--- config.mk ---
export PLATFORM = sky130hd
export DESIGN_NAME = pmr_bank
export DESIGN_NICKNAME = d
export VERILOG_FILES = /design/src/pmr_pkg.sv /design/src/pmr_bank.sv /design/src/pmr_pin_sync.sv
export VERILOG_INCLUDE_DIRS = /design/src
export SDC_FILE = /design/constraint.sdc
export NUM_CORES = 1
export LEC_CHECK = 0
export CORE_MARGIN = 4
export CORE_UTILIZATION = 55
export DETAILED_ROUTE_END_ITERATION = 16
export DONT_BUFFER_PORTS = 1
export GPL_TIMING_DRIVEN = 0
export PLACE_DENSITY = 0.73
export SLEW_MARGIN = 10
export SYNTH_ARGS = -nofsm -noshare
export SYNTH_HDL_FRONTEND = slang
export SYNTH_SLANG_ARGS = --single-unit
--- constraint.sdc ---
create_clock -name sys_clk -period 3.4 [get_ports sys_clk]
set_input_delay 0.51 -clock sys_clk [delete_from_list [all_inputs] [get_ports sys_clk]]
set_output_delay 0.51 -clock sys_clk [all_outputs]
set_load 0.02 [all_outputs]
--- src/pmr_consts.svh ---
// register numbers, field positions, reset values and timing counts
// assumes inclusion by bare name from the register bank design file
`ifndef PMR_CONSTS_SVH
`define PMR_CONSTS_SVH
`define PMR_REG_CONTROL 5'h00
`define PMR_REG_STATUS 5'h01
`define PMR_REG_ID1 5'h02
`define PMR_REG_ID2 5'h03
`define PMR_REG_ADV 5'h04
`define PMR_REG_PARTNER 5'h05
`define PMR_REG_EXPANSION 5'h06
`define PMR_REG_TEST 5'h1c
`define PMR_REG_EVENTS 5'h1d
`define PMR_REG_MASK 5'h1e
`define PMR_REG_SPECIAL 5'h1f
`define PMR_CTL_RESET 15
`define PMR_CTL_LOOPBACK 14
`define PMR_CTL_SPEED 13
`define PMR_CTL_ANEG_EN 12
`define PMR_CTL_PWRDN 11
`define PMR_CTL_ISOLATE 10
`define PMR_CTL_ANEG_RESTART 9
`define PMR_CTL_DUPLEX 8
`define PMR_CTL_COLTEST 7
`define PMR_STS_CAPS 16'h7809
`define PMR_STS_ANEG_DONE 5
`define PMR_STS_RFAULT 4
`define PMR_STS_LINK 2
`define PMR_STS_JABBER 1
`define PMR_EVT_LSB 1
`define PMR_EVT_MSB 7
`define PMR_SPC_ANEG_DONE 12
`define PMR_SPC_CODING 6
`define PMR_SPC_SPEED_LSB 2
`define PMR_SPC_SCRAMBLE_OFF 0
`define PMR_SOFT_RESET_NS 1000
`define PMR_CLK_NS 50
`define PMR_SOFT_RESET_CYC ((`PMR_SOFT_RESET_NS + `PMR_CLK_NS - 1) / `PMR_CLK_NS)
`define PMR_FRAME_PREAMBLE 32
`endif

--- src/pmr_pkg.sv ---
// types shared by the management register bank
// assumes pmr_consts.svh is available on the include path
package pmr_pkg;
	typedef enum logic [2:0] {
		PMR_IDLE = 3'b000,
		PMR_START = 3'b001,
		PMR_HEAD = 3'b010,
		PMR_TURN = 3'b011,
		PMR_DATA = 3'b100,
		PMR_SKIP = 3'b101
	} pmr_frame_e;
	typedef logic [15:0] pmr_word_t;
endpackage : pmr_pkg
--- src/pmr_bank.sv ---
// management register bank of a 10/100 transceiver on the serial management port
// assumes the management clock is slow against sys_clk; media status arrives on sys_clk
`include "pmr_consts.svh"

// Functional notes
// - decode registers 0-6, 16-18, 26-31 in decimal; 20-23 reserved. The bank decodes only 0, 1 and 28-31; all others read zero.
// - writing control bit 15 starts soft reset; bit clears itself when done.
// - after soft reset configuration comes from register bits, not mode pins.
// - speed bit picks 100/10, duplex bit full/half; ignored under auto-negotiation.
// - auto-negotiation enable overrides manual speed and duplex.
// - power-down bit enters general power-down; resets to zero.
// - isolate bit cuts the transceiver from the MII; resets to zero.
// - restart bit restarts auto-negotiation and clears itself.
// - collision test bit enables the COL test; resets to zero.
// - status capabilities are constant: no T4, four abilities, aneg and extended.
// - auto-negotiation complete bit mirrors completion; resets to zero.
// - latch-high bits stay set until their register is read.
// - link bit latches low until read, then shows current link.
// - remote fault latches high, cleared by status read.
// - jabber latches high, cleared by status read.
// - event source bits 7..1 hold seven flags; others reserved.
// - mask register holds one mask bit per flag in matching positions.
// - special register gives aneg done, coding enable, speed, scrambler disable.
// - test control register is reserved with no visible function.
// - bits kept across soft reset hold their values through it.
module pmr_bank (
	// clock and reset
	input wire logic sys_clk,
	input wire logic rst_n,
	// serial management port
	input wire logic mgmt_clk,
	input wire logic mgmt_data_in,
	output logic mgmt_data_out,
	output logic mgmt_data_oe,
	// straps
	input wire logic [4:0] phy_address,
	input wire logic [2:0] mode_pins,
	// media status
	input wire logic link_up,
	input wire logic remote_fault,
	input wire logic jabber,
	input wire logic aneg_complete,
	input wire logic [2:0] speed_indication,
	input wire logic [7:1] event_pulses,
	// configuration out
	output logic cfg_speed_100,
	output logic cfg_full_duplex,
	output logic cfg_aneg_enable,
	output logic aneg_restart,
	output logic power_down,
	output logic isolate,
	output logic loopback,
	output logic collision_test,
	output logic block_coding_enable,
	output logic scramble_disable,
	output logic soft_reset_active,
	output logic irq_n
);
	logic rst_a;
	logic rst_s;
	logic mdc;
	logic mdio;
	logic mdc_d;
	logic mdc_rise;
	logic mdc_fall;
	logic straps_taken;
	pmr_pkg::pmr_frame_e state;
	logic [5:0] count;
	logic [13:0] head;
	logic is_read;
	logic mine;
	pmr_pkg::pmr_word_t shift;
	logic wr_stb;
	logic rd_stb;
	logic [4:0] rd_reg;
	logic [4:0] wr_reg;
	pmr_pkg::pmr_word_t wr_data;
	logic [15:7] ctl;
	logic [4:0] soft_cnt;
	logic rfault_latch;
	logic jabber_latch;
	logic link_latch;
	logic [7:1] evt;
	logic [7:1] mask;
	logic coding_en;
	logic scr_off;
	logic [4:0] next_reg;
	logic [2:0] settle;

	// register decode; unmapped numbers read zero
	function automatic pmr_pkg::pmr_word_t read_word(input logic [4:0] r);
		pmr_pkg::pmr_word_t w;
		w = 16'h0000;
		case (r)
			`PMR_REG_CONTROL: w = {ctl, 7'h00};
			`PMR_REG_STATUS: begin
				w = `PMR_STS_CAPS;
				w[`PMR_STS_ANEG_DONE] = aneg_complete;
				w[`PMR_STS_RFAULT] = rfault_latch;
				w[`PMR_STS_LINK] = link_latch;
				w[`PMR_STS_JABBER] = jabber_latch;
			end
			`PMR_REG_TEST: w = 16'h0000;
			`PMR_REG_EVENTS: w = {8'h00, evt, 1'b0};
			`PMR_REG_MASK: w = {8'h00, mask, 1'b0};
			`PMR_REG_SPECIAL: begin
				w[`PMR_SPC_ANEG_DONE] = aneg_complete;
				w[`PMR_SPC_CODING] = coding_en;
				w[`PMR_SPC_SPEED_LSB +: 3] = speed_indication;
				w[`PMR_SPC_SCRAMBLE_OFF] = scr_off;
			end
			default: w = 16'h0000;
		endcase
		return w;
	endfunction : read_word

	// reset release
	always_ff @(posedge sys_clk or negedge rst_n) begin
		if (!rst_n) begin
			rst_a <= 1'b0;
			rst_s <= 1'b0;
		end else begin
			rst_a <= 1'b1;
			rst_s <= rst_a;
		end
	end

	pmr_pin_sync u_mdc (
		.sys_clk(sys_clk),
		.rst_n(rst_s),
		.pin(mgmt_clk),
		.level(mdc)
	);
	pmr_pin_sync u_mdio (
		.sys_clk(sys_clk),
		.rst_n(rst_s),
		.pin(mgmt_data_in),
		.level(mdio)
	);

	// edges ignored until the synchronised clock settles: the swing of the
	// level from its reset value to an idle-high pin is not a clock edge
	always_ff @(posedge sys_clk or negedge rst_s) begin
		if (!rst_s) begin
			mdc_d <= 1'b0;
			settle <= 3'h0;
		end else begin
			mdc_d <= mdc;
			settle <= settle + {2'b00, settle != 3'h7};
		end
	end
	assign mdc_rise = mdc & ~mdc_d & (settle == 3'h7);
	assign mdc_fall = ~mdc & mdc_d & (settle == 3'h7);
	// read strobe on the edge that snapshots the word, so an event that
	// arrives while the data shifts out is never cleared unseen
	assign rd_reg = {head[3:0], mdio};
	assign rd_stb = mdc_rise && state == pmr_pkg::PMR_HEAD && count == 6'd11
		&& head[10:9] == 2'b10 && head[8:4] == phy_address;

	// frame engine: preamble, start, op, addresses, turnaround, data
	always_ff @(posedge sys_clk or negedge rst_s) begin
		if (!rst_s) begin
			state <= pmr_pkg::PMR_IDLE;
			count <= 6'h00;
			head <= 14'h0000;
			is_read <= 1'b0;
			mine <= 1'b0;
			shift <= 16'h0000;
			wr_stb <= 1'b0;
			next_reg <= 5'h00;
			wr_reg <= 5'h00;
			wr_data <= 16'h0000;
		end else begin
			wr_stb <= 1'b0;
			if (mdc_rise) begin
				case (state)
					pmr_pkg::PMR_IDLE: begin
						if (mdio) begin
							count <= (count == 6'h3f) ? count : count + 6'h01;
						end else if (count >= 6'(`PMR_FRAME_PREAMBLE)) begin
							state <= pmr_pkg::PMR_START;
						end else begin
							count <= 6'h00;
						end
					end
					pmr_pkg::PMR_START: begin
						count <= 6'h00;
						state <= mdio ? pmr_pkg::PMR_HEAD : pmr_pkg::PMR_IDLE;
					end
					pmr_pkg::PMR_HEAD: begin
						head <= {head[12:0], mdio};
						count <= count + 6'h01;
						if (count == 6'd11) begin
							is_read <= head[10:9] == 2'b10;
							mine <= head[8:4] == phy_address;
							next_reg <= rd_reg;
							shift <= read_word(rd_reg);
							count <= 6'h00;
							state <= pmr_pkg::PMR_TURN;
						end
					end
					pmr_pkg::PMR_TURN: begin
						count <= count + 6'h01;
						if (count == 6'd1) begin
							count <= 6'h00;
							state <= mine ? pmr_pkg::PMR_DATA : pmr_pkg::PMR_SKIP;
						end
					end
					pmr_pkg::PMR_DATA: begin
						count <= count + 6'h01;
						if (is_read) begin
							shift <= {shift[14:0], 1'b0};
						end else begin
							shift <= {shift[14:0], mdio};
						end
						if (count == 6'd15) begin
							count <= 6'h00;
							state <= pmr_pkg::PMR_IDLE;
							wr_stb <= ~is_read;
							wr_reg <= next_reg;
							wr_data <= {shift[14:0], mdio};
						end
					end
					pmr_pkg::PMR_SKIP: begin
						count <= count + 6'h01;
						if (count == 6'd15) begin
							count <= 6'h00;
							state <= pmr_pkg::PMR_IDLE;
						end
					end
					default: state <= pmr_pkg::PMR_IDLE;
				endcase
			end
		end
	end

	// read data driven from the falling edge so it is stable at the next rise
	always_ff @(posedge sys_clk or negedge rst_s) begin
		if (!rst_s) begin
			mgmt_data_out <= 1'b0;
			mgmt_data_oe <= 1'b0;
		end else if (mdc_fall) begin
			mgmt_data_oe <= mine & is_read & ((state == pmr_pkg::PMR_TURN && count == 6'd1)
				|| state == pmr_pkg::PMR_DATA);
			mgmt_data_out <= (state == pmr_pkg::PMR_DATA) ? shift[15] : 1'b0;
		end else if (state == pmr_pkg::PMR_IDLE) begin
			mgmt_data_oe <= 1'b0;
		end
	end

	// straps caught after reset release
	always_ff @(posedge sys_clk or negedge rst_s) begin
		if (!rst_s) begin
			straps_taken <= 1'b0;
		end else begin
			straps_taken <= 1'b1;
		end
	end

	// basic control; soft reset keeps the speed, aneg and duplex values
	always_ff @(posedge sys_clk or negedge rst_s) begin
		if (!rst_s) begin
			ctl <= 9'h000;
			soft_cnt <= 5'h00;
		end else if (!straps_taken) begin
			ctl[`PMR_CTL_SPEED] <= mode_pins[0];
			ctl[`PMR_CTL_DUPLEX] <= mode_pins[1];
			ctl[`PMR_CTL_ANEG_EN] <= mode_pins[2];
		end else if (soft_cnt != 5'h00) begin
			soft_cnt <= soft_cnt - 5'h01;
			if (soft_cnt == 5'h01) begin
				ctl[`PMR_CTL_RESET] <= 1'b0;
			end
		end else if (wr_stb && wr_reg == `PMR_REG_CONTROL) begin
			if (wr_data[`PMR_CTL_RESET]) begin
				// speed, aneg, duplex held from register, not pins
				ctl[`PMR_CTL_RESET] <= 1'b1;
				ctl[`PMR_CTL_LOOPBACK] <= 1'b0;
				ctl[`PMR_CTL_PWRDN] <= 1'b0;
				ctl[`PMR_CTL_ISOLATE] <= 1'b0;
				ctl[`PMR_CTL_ANEG_RESTART] <= 1'b0;
				ctl[`PMR_CTL_COLTEST] <= 1'b0;
				soft_cnt <= 5'(`PMR_SOFT_RESET_CYC);
			end else begin
				ctl <= wr_data[15:7];
			end
		end else begin
			ctl[`PMR_CTL_ANEG_RESTART] <= 1'b0;
		end
	end

	// latched status; event wins over clear-on-read
	always_ff @(posedge sys_clk or negedge rst_s) begin
		if (!rst_s) begin
			rfault_latch <= 1'b0;
			jabber_latch <= 1'b0;
			link_latch <= 1'b0;
		end else begin
			if (remote_fault) begin
				rfault_latch <= 1'b1;
			end else if (rd_stb && rd_reg == `PMR_REG_STATUS) begin
				rfault_latch <= 1'b0;
			end
			if (jabber) begin
				jabber_latch <= 1'b1;
			end else if (rd_stb && rd_reg == `PMR_REG_STATUS) begin
				jabber_latch <= 1'b0;
			end
			if (!link_up) begin
				link_latch <= 1'b0;
			end else if (rd_stb && rd_reg == `PMR_REG_STATUS) begin
				link_latch <= 1'b1;
			end
		end
	end

	// event flags, mask and special control
	always_ff @(posedge sys_clk or negedge rst_s) begin
		if (!rst_s) begin
			evt <= 7'h00;
			mask <= 7'h00;
			coding_en <= 1'b1;
			scr_off <= 1'b0;
		end else begin
			if (rd_stb && rd_reg == `PMR_REG_EVENTS) begin
				evt <= event_pulses;
			end else begin
				evt <= evt | event_pulses;
			end
			if (wr_stb && wr_reg == `PMR_REG_MASK) begin
				mask <= wr_data[`PMR_EVT_MSB:`PMR_EVT_LSB];
			end
			if (wr_stb && wr_reg == `PMR_REG_SPECIAL) begin
				coding_en <= wr_data[`PMR_SPC_CODING];
				scr_off <= wr_data[`PMR_SPC_SCRAMBLE_OFF];
			end
		end
	end

	assign cfg_aneg_enable = ctl[`PMR_CTL_ANEG_EN];
	assign cfg_speed_100 = ctl[`PMR_CTL_SPEED];
	assign cfg_full_duplex = ctl[`PMR_CTL_DUPLEX];
	assign aneg_restart = ctl[`PMR_CTL_ANEG_RESTART];
	assign power_down = ctl[`PMR_CTL_PWRDN];
	assign isolate = ctl[`PMR_CTL_ISOLATE];
	assign loopback = ctl[`PMR_CTL_LOOPBACK];
	assign collision_test = ctl[`PMR_CTL_COLTEST];
	assign soft_reset_active = ctl[`PMR_CTL_RESET];
	assign block_coding_enable = coding_en;
	assign scramble_disable = scr_off;
	assign irq_n = ~|(evt & mask);
endmodule : pmr_bank

--- src/pmr_pin_sync.sv ---
// three-stage synchroniser with agreement filter for one pin
// assumes sys_clk domain; output changes when stages two and three agree
module pmr_pin_sync (
	// clock and reset
	input wire logic sys_clk,
	input wire logic rst_n,
	// pin in, clean level out
	input wire logic pin,
	output logic level
);
	logic s1;
	logic s2;
	logic s3;

	always_ff @(posedge sys_clk or negedge rst_n) begin
		if (!rst_n) begin
			s1 <= 1'b0;
			s2 <= 1'b0;
			s3 <= 1'b0;
		end else begin
			s1 <= pin;
			s2 <= s1;
			s3 <= s2;
		end
	end

	always_ff @(posedge sys_clk or negedge rst_n) begin
		if (!rst_n) begin
			level <= 1'b0;
		end else if (s2 == s3) begin
			level <= s3;
		end
	end
endmodule : pmr_pin_sync

==> results of run 1 <==
## power by group
group          internal, uW  switching [uW]
sequential             1530             170
clock                  1230             635
combinational           322             535
total                  3080            1340
## worst max-delay path by stage
stage               slack, ns      start  depth (start not counted)         end
floorplan                1.42   state[0]                          5  wr_data[0]
global placement         0.85      rst_s                          0       mdc_d
detailed placement       1.04  wr_reg[4]                          5      ctl[8]
CTS                      1.03  wr_reg[4]                          5     ctl[12]
global route             0.72  wr_reg[0]                          5     ctl[13]
finish                   1.01  wr_reg[4]                          5     ctl[12]
## critical path: cells and delay by family (launching register included)
family	cells	cell delay, ns
flops	1	0.40
compound gates	1	0.08
mux	1	0.26
simple gates	3	1.51
## stage by stage
stage	utilization, %	hold slack, ns	std cells
after detailed placement	59.10	0.2145	600
after global placement	58.49	0.2145	598
after floorplan	-	0.2144	469
final	65.93	0.02307	633
after CTS	65.93	0.006097	633
after global routing	65.93	0.001861	633
## cells in the final DEF, fill, tap and decap left out, drive strengths merged, types with 2 or more instances in the layout
cell type / n
a21boi: 3
a21o: 10
a21oi: 25
a221oi: 2
a22o: 3
a22oi: 10
a31oi: 2
a32oi: 2
and3: 4
and4: 2
buf: 5
bufinv: 4
clkbuf: 42
clkinv: 4
clkinvlp: 3
conb: 2
dfrtp: 114
ha: 8
inv: 13
maj3: 2
mux2: 53
mux2i: 4
nand2: 33
nand2b: 10
nand3: 18
nand3b: 2
nand4: 10
nor2: 14
nor2b: 9
nor3: 11
nor4: 4
nor4b: 2
o2111ai: 2
o211ai: 5
o21ai: 35
o221ai: 4
o22ai: 2
or2: 3
xnor2: 5
## repair_timing
| item | 4_1_cts | 5_1_grt |
|---|---|---|
| setup endpoints to repair | 0 | 0 |
| hold buffers | 1 | 0 |
| hold endpoints to repair | 2 | 0 |
| setup buffers | 0 | 0 |
## cell type report
type	instances	area [um^2]
fill	730	3163
sequential	115	2883
multi-input combinational	317	2252
clock buffer	20	445.4
clock inverter	12	178.9
tap	129	161.4
buffer	25	97.59
timing repair buffer	3	57.56
inverter	12	45.04
## logic make-up (layout without fill, tap and decap cells)
logic type	Yosys count	in the layout	share of synthesized area, %
adders and majority gates	10	10	2.282
and+or+nand+nor	130	130	13.67
xor gates and xnor gates	6	6	0.9983
buffers and inverters	37	72	2.710
other	1	2	0.07124
DFF	115	115	54.69
muxes	57	57	12.10
AOI/OAI and AO/OA	112	112	13.48
## per-layer routing
layer / routed length (um) / GRT usage [%] / part of all wire (%) / up-vias
met5: 0 / 0 / 0 / -
met4: 267 / 8.418 / 2.3 / 0
met3: 792 / 6.430 / 6.8 / 29
met2: 5730 / 36.57 / 49 / 163
met1: 4820 / 28.16 / 42 / 1935
li1: - / - / - / 1763
==> metrics.yaml, run 1 <==
place_area_um2: 5487
ys_seq_elements: 115
area_growth_pct: 16.28
min_path_type: "input port to register"
setup_tns_ns: 0
grt_start_max_net_pins: 44
pre_cts_slack_ns: 1.041
yosys.cell_count.top_type: "dfrtp_1"
critical_path_class: "register to register"
avgRoutedWirePerCell_um: 18.34
diodes: 0
holdPathEnd: "u_mdio.s1"
arrival_ns: 2.77
cts_resized: 0
grt_overflow: 0
postSynthAreaPerCell_um2: 11.25
synth_top_area_share_pct: 54.20
nets: 525
grt_pass1_wl_mm: 19.75
worstPathRequired_ns: 3.78
tightestPinTransition_ns: 0.9195
yosys_warnings: 0
setup_ws_ns: 1.008
route.detailed.drc: 0
rr_endpoint: "ctl[12]"
yosysTopAreaCell: "dfrtp_1"
skew_ns: 0.008093
viasPerCell: 6.145
place_hpwl_mm: 7.848
report.final.slew_viol_count: 0
min_period_ns: 2.392
cts_buffer_depth: 2
clock_sinks: 115
power.total_uw: 4424
initial_core_util_pct: 56.70
portBuffers: 0
drtAntennaViolNets: 0
routed_wl_mm: 11.61
dr.pass1.iters: 5
hold-path-cell-count: 0
grt_pass1_vias: 3949
status: "finished clean"
ys_seq_area_share_pct: 54.69
fp.dieH_um: 105.8
drive_gt1_share_pct: 19.84
synth_area_um2: 5264
die_width_um: 105.8
reg2reg_depth: 5
grt_use_total_pct: 22.31
path_clk_slew_ns: 0.06
p_leak_uw: 0.002639
die_area_um2: 11200
row_count: 35
async_flop_share_pct: 100.0
synth_cell_type_count: 59
path_cells: "nor4_1 -> nand2_1 -> nor3_1 -> mux2i_1 -> a21oi_1"
ir_drop_v: 0.0004192
vias: 3890
drt_iter0_drc: 291
timing.critical_path.slowest_stage_cell: "nor4_1"
gp_congestion: 0.8842
cap_viol_max_count: 0
syn_inst: 468
max_freq_mhz: 418.0
cts_max_level: 4
largest_registers: "shift x16, wr_data x16, head x11"
critPathMaxStageDelay_ns: 0.69
numCtsBuffers: 17
synth_commonest_cells: "dfrtp_1, mux2_2, o21ai_0"
rsz0062_at_grt: "no"
crit_path_start_kind: "register"
power_density_nw_per_um2: 722.7
coreArea_um2: 9284
antenna_found_initial: 0
finalHoldViolCount: 0
ios: 40
cts_root_buf: "clkbuf_8"
ys_top_cells_by_area: "dfrtp_1, mux2_2, o21ai_0"
fin_area_um2: 6121
clk_latency_ns: 0.51
relSlewSlack_pct: 38.19
period_share_pct: 70.37
r2r_start: "wr_reg[4]"
finalSetupViolations: 0
synth-edff-count: 0
cts_tree: "yes"
reg2reg_slack_ns: 1.01
crit_path_end_kind: "register"
path_max_fanout: 4
synthFlopType: "dfrtp_1"
holdCritStartpoint: "mgmt_data_in"
(Power assumes the default switching activity.)
==> run 2: changes to the inputs <==
==> constraint.sdc (replaced) <==
create_clock -name sys_clk -period 2.1 [get_ports sys_clk]
set_input_delay 0.315 -clock sys_clk [delete_from_list [all_inputs] [get_ports sys_clk]]
set_output_delay 0.315 -clock sys_clk [all_outputs]
set_load 0.02 [all_outputs]
==> metrics.yaml, run 2 (same netlist as run 1, synthesis figures left out) <==
max_freq_mhz: 487.2  # +17%
finalHoldViolCount: 0  # unchanged
die_area_um2: 11200  # unchanged
finalSetupViolations: 0  # unchanged
arrival_ns: 2.46  # -0.31 ns
clock_sinks: 115  # unchanged
die_width_um: 105.8  # unchanged
mostFrequentLayoutCell: "dfrtp_1"
final_core_util_pct: 68.94  # +3.0 points
ios: 40  # unchanged
clk_latency_ns: 0.52  # about the same
crit_path_end_kind: "register"
cts_root_buf: "clkbuf_8"
skew_ns: 0.01219  # +0.004095 ns
numCtsBuffers: 17  # unchanged
grt_overflow: 0  # unchanged
relSlewSlack_pct: 58.49  # +20 points
drtAntennaViolNets: 0  # unchanged
grt_use_total_pct: 22.71  # +0.40 points
place_inst: 600  # unchanged
cts_tree: "yes"
dr.pass1.iters: 5  # unchanged
setup_ws_ns: 0.04753  # -0.9600 ns
routed_wl_mm: 11.91  # +2.6%
path_buf_inv: 1  # +1
hold-worst-slack_ns: 0.02347  # +0.0004019 ns
timing.critical_path.slowest_stage_cell: "or4_4"
portBuffers: 0  # unchanged
ir_drop_v: 0.0006798  # +62%
place_hpwl_mm: 7.848  # unchanged
p_leak_uw: 0.002769  # +4.9%
antenna_found_initial: 0  # unchanged
grt_pass1_wl_mm: 20.06  # +1.5%
vias: 3972  # +2.1%
fp.dieH_um: 105.8  # unchanged
cap_viol_max_count: 0  # unchanged
power_density_nw_per_um2: 1139  # +58%
critPathMaxStageDelay_ns: 0.56  # -0.13 ns
fin_area_um2: 6400  # +4.6%
path_max_fanout: 7  # +3
drt_iter0_drc: 252  # -13%
critical_path_class: "register to register"
period_share_pct: 97.74  # +27 points
avgRoutedWirePerCell_um: 18.35  # about the same
worstPathRequired_ns: 2.50  # -1.28 ns
status: "finished clean"
pre_cts_slack_ns: -0.2589  # -1.300 ns
tightestPinTransition_ns: 0.6180  # -0.3016 ns
place_area_um2: 5487  # unchanged
path_cells: "nand2b_4 -> or4_4 -> nor4_4 -> buf_4 -> nand4_4 -> a21o_1"
layout_common_cells: "dfrtp_1, mux2_2, o21ai_0"
path_clk_slew_ns: 0.06  # about the same
nets: 541  # +3.0%
grt_start_max_net_pins: 44  # unchanged
coreArea_um2: 9284  # unchanged
diodes: 0  # unchanged
gp_congestion: 0.8842  # unchanged
cpLargestDelayFamily: "simple AND/OR/NAND/NOR gates"
viasPerCell: 6.120  # -0.41%
cts_max_level: 4  # unchanged
initial_core_util_pct: 56.70  # unchanged
largest_registers: "shift x16, wr_data x16, head x11"
min_period_ns: 2.052  # -0.3400 ns
fillers: 692  # -5.2%
row_count: 35  # unchanged
min_path_type: "input port to asynchronous set/reset pin"
finalNonFillerCells: 649  # +2.5%
route.detailed.drc: 0  # unchanged
drive_gt1_share_pct: 24.23  # +4.4 points
grt_pass1_vias: 4018  # +1.7%
cts_buffer_depth: 2  # unchanged
crit_path_start_kind: "register"
area_growth_pct: 21.58
report.final.slew_viol_count: 0  # unchanged
-- run 2: changes by cell type in the layout (fill, tap and decap cells not counted), sizes merged --
cell | before | now
buf | 5 | 9
clkbuf | 42 | 39
dlygate4sd3 | 1 | 16
-- run 2: area by class of cell --
class | instances | area (um^2) | area share, %
Clock inverter | 12 | 178.9 | 2.796
Clock buffer | 20 | 445.4 | 6.960
Multi-Input combinational cell | 317 | 2346 | 36.66
Tap cell | 129 | 161.4 | 2.522
Buffer | 22 | 102.6 | 1.603
Inverter | 12 | 45.04 | 0.7038
Sequential cell | 115 | 2883 | 45.04
Timing Repair Buffer | 22 | 237.7 | 3.715
-- run 2: worst register-to-register path, stage by stage (launching register included) --
cell and delay [ns]:
dfrtp_1 0.39, nand2b_4 0.15, or4_4 0.56, nor4_4 0.28, buf_4 0.18, nand4_4 0.16, a21o_1 0.22
-- run 2: routing by layer --
| metal | vias up | track usage (%) | part of all wire (%) |
|---|---|---|---|
| met5 | - | 0 | 0 |
| met3 | 37 | 6.369 | 5.3 |
| met4 | 0 | 7.956 | 2.5 |
| li1 | 1794 | - | - |
| met1 | 2001 | 28.50 | 42 |
| met2 | 140 | 37.84 | 50 |
-- run 2: per-stage QoR --
step	power, uW	TNS [ns]
2_1_floorplan	3739	0
3_3_place_gp	4036	-56.92
3_5_place_dp	4116	-6.028
4_1_cts	7208	0
5_1_grt	7597	-0.02235
6_report	7287	0
-- run 2: path summary, 6_finish.rpt --
path                       slack, ns        end  cells past startpoint     startpoint
hold reg to reg                 0.26    mask[7]                      0          rst_s
min in group sys_clk            0.15   shift[5]                      4  aneg_complete
setup / recovery                0.05     evt[3]                      6          mdc_d
hold / removal                  0.02      rst_a                      1          rst_n
setup reg to reg                0.05     evt[3]                      6          mdc_d
max in group asynchronous       1.01  settle[2]                      2          rst_s
-- run 2: repair_timing --
action,CTS,global route
hold endpoints to repair,17,0
setup buffers,1,3
hold buffers,16,0
pin swaps,2,3
resized for setup,11,24
setup endpoints to repair,51,56
-- run 2: where the power goes --
part           switching [uW]  internal (uW)  total (uW)
clock                    1040           1990        3030
sequential                327           2480        2810
combinational             873            580        1450
total                    2240           5050        7290
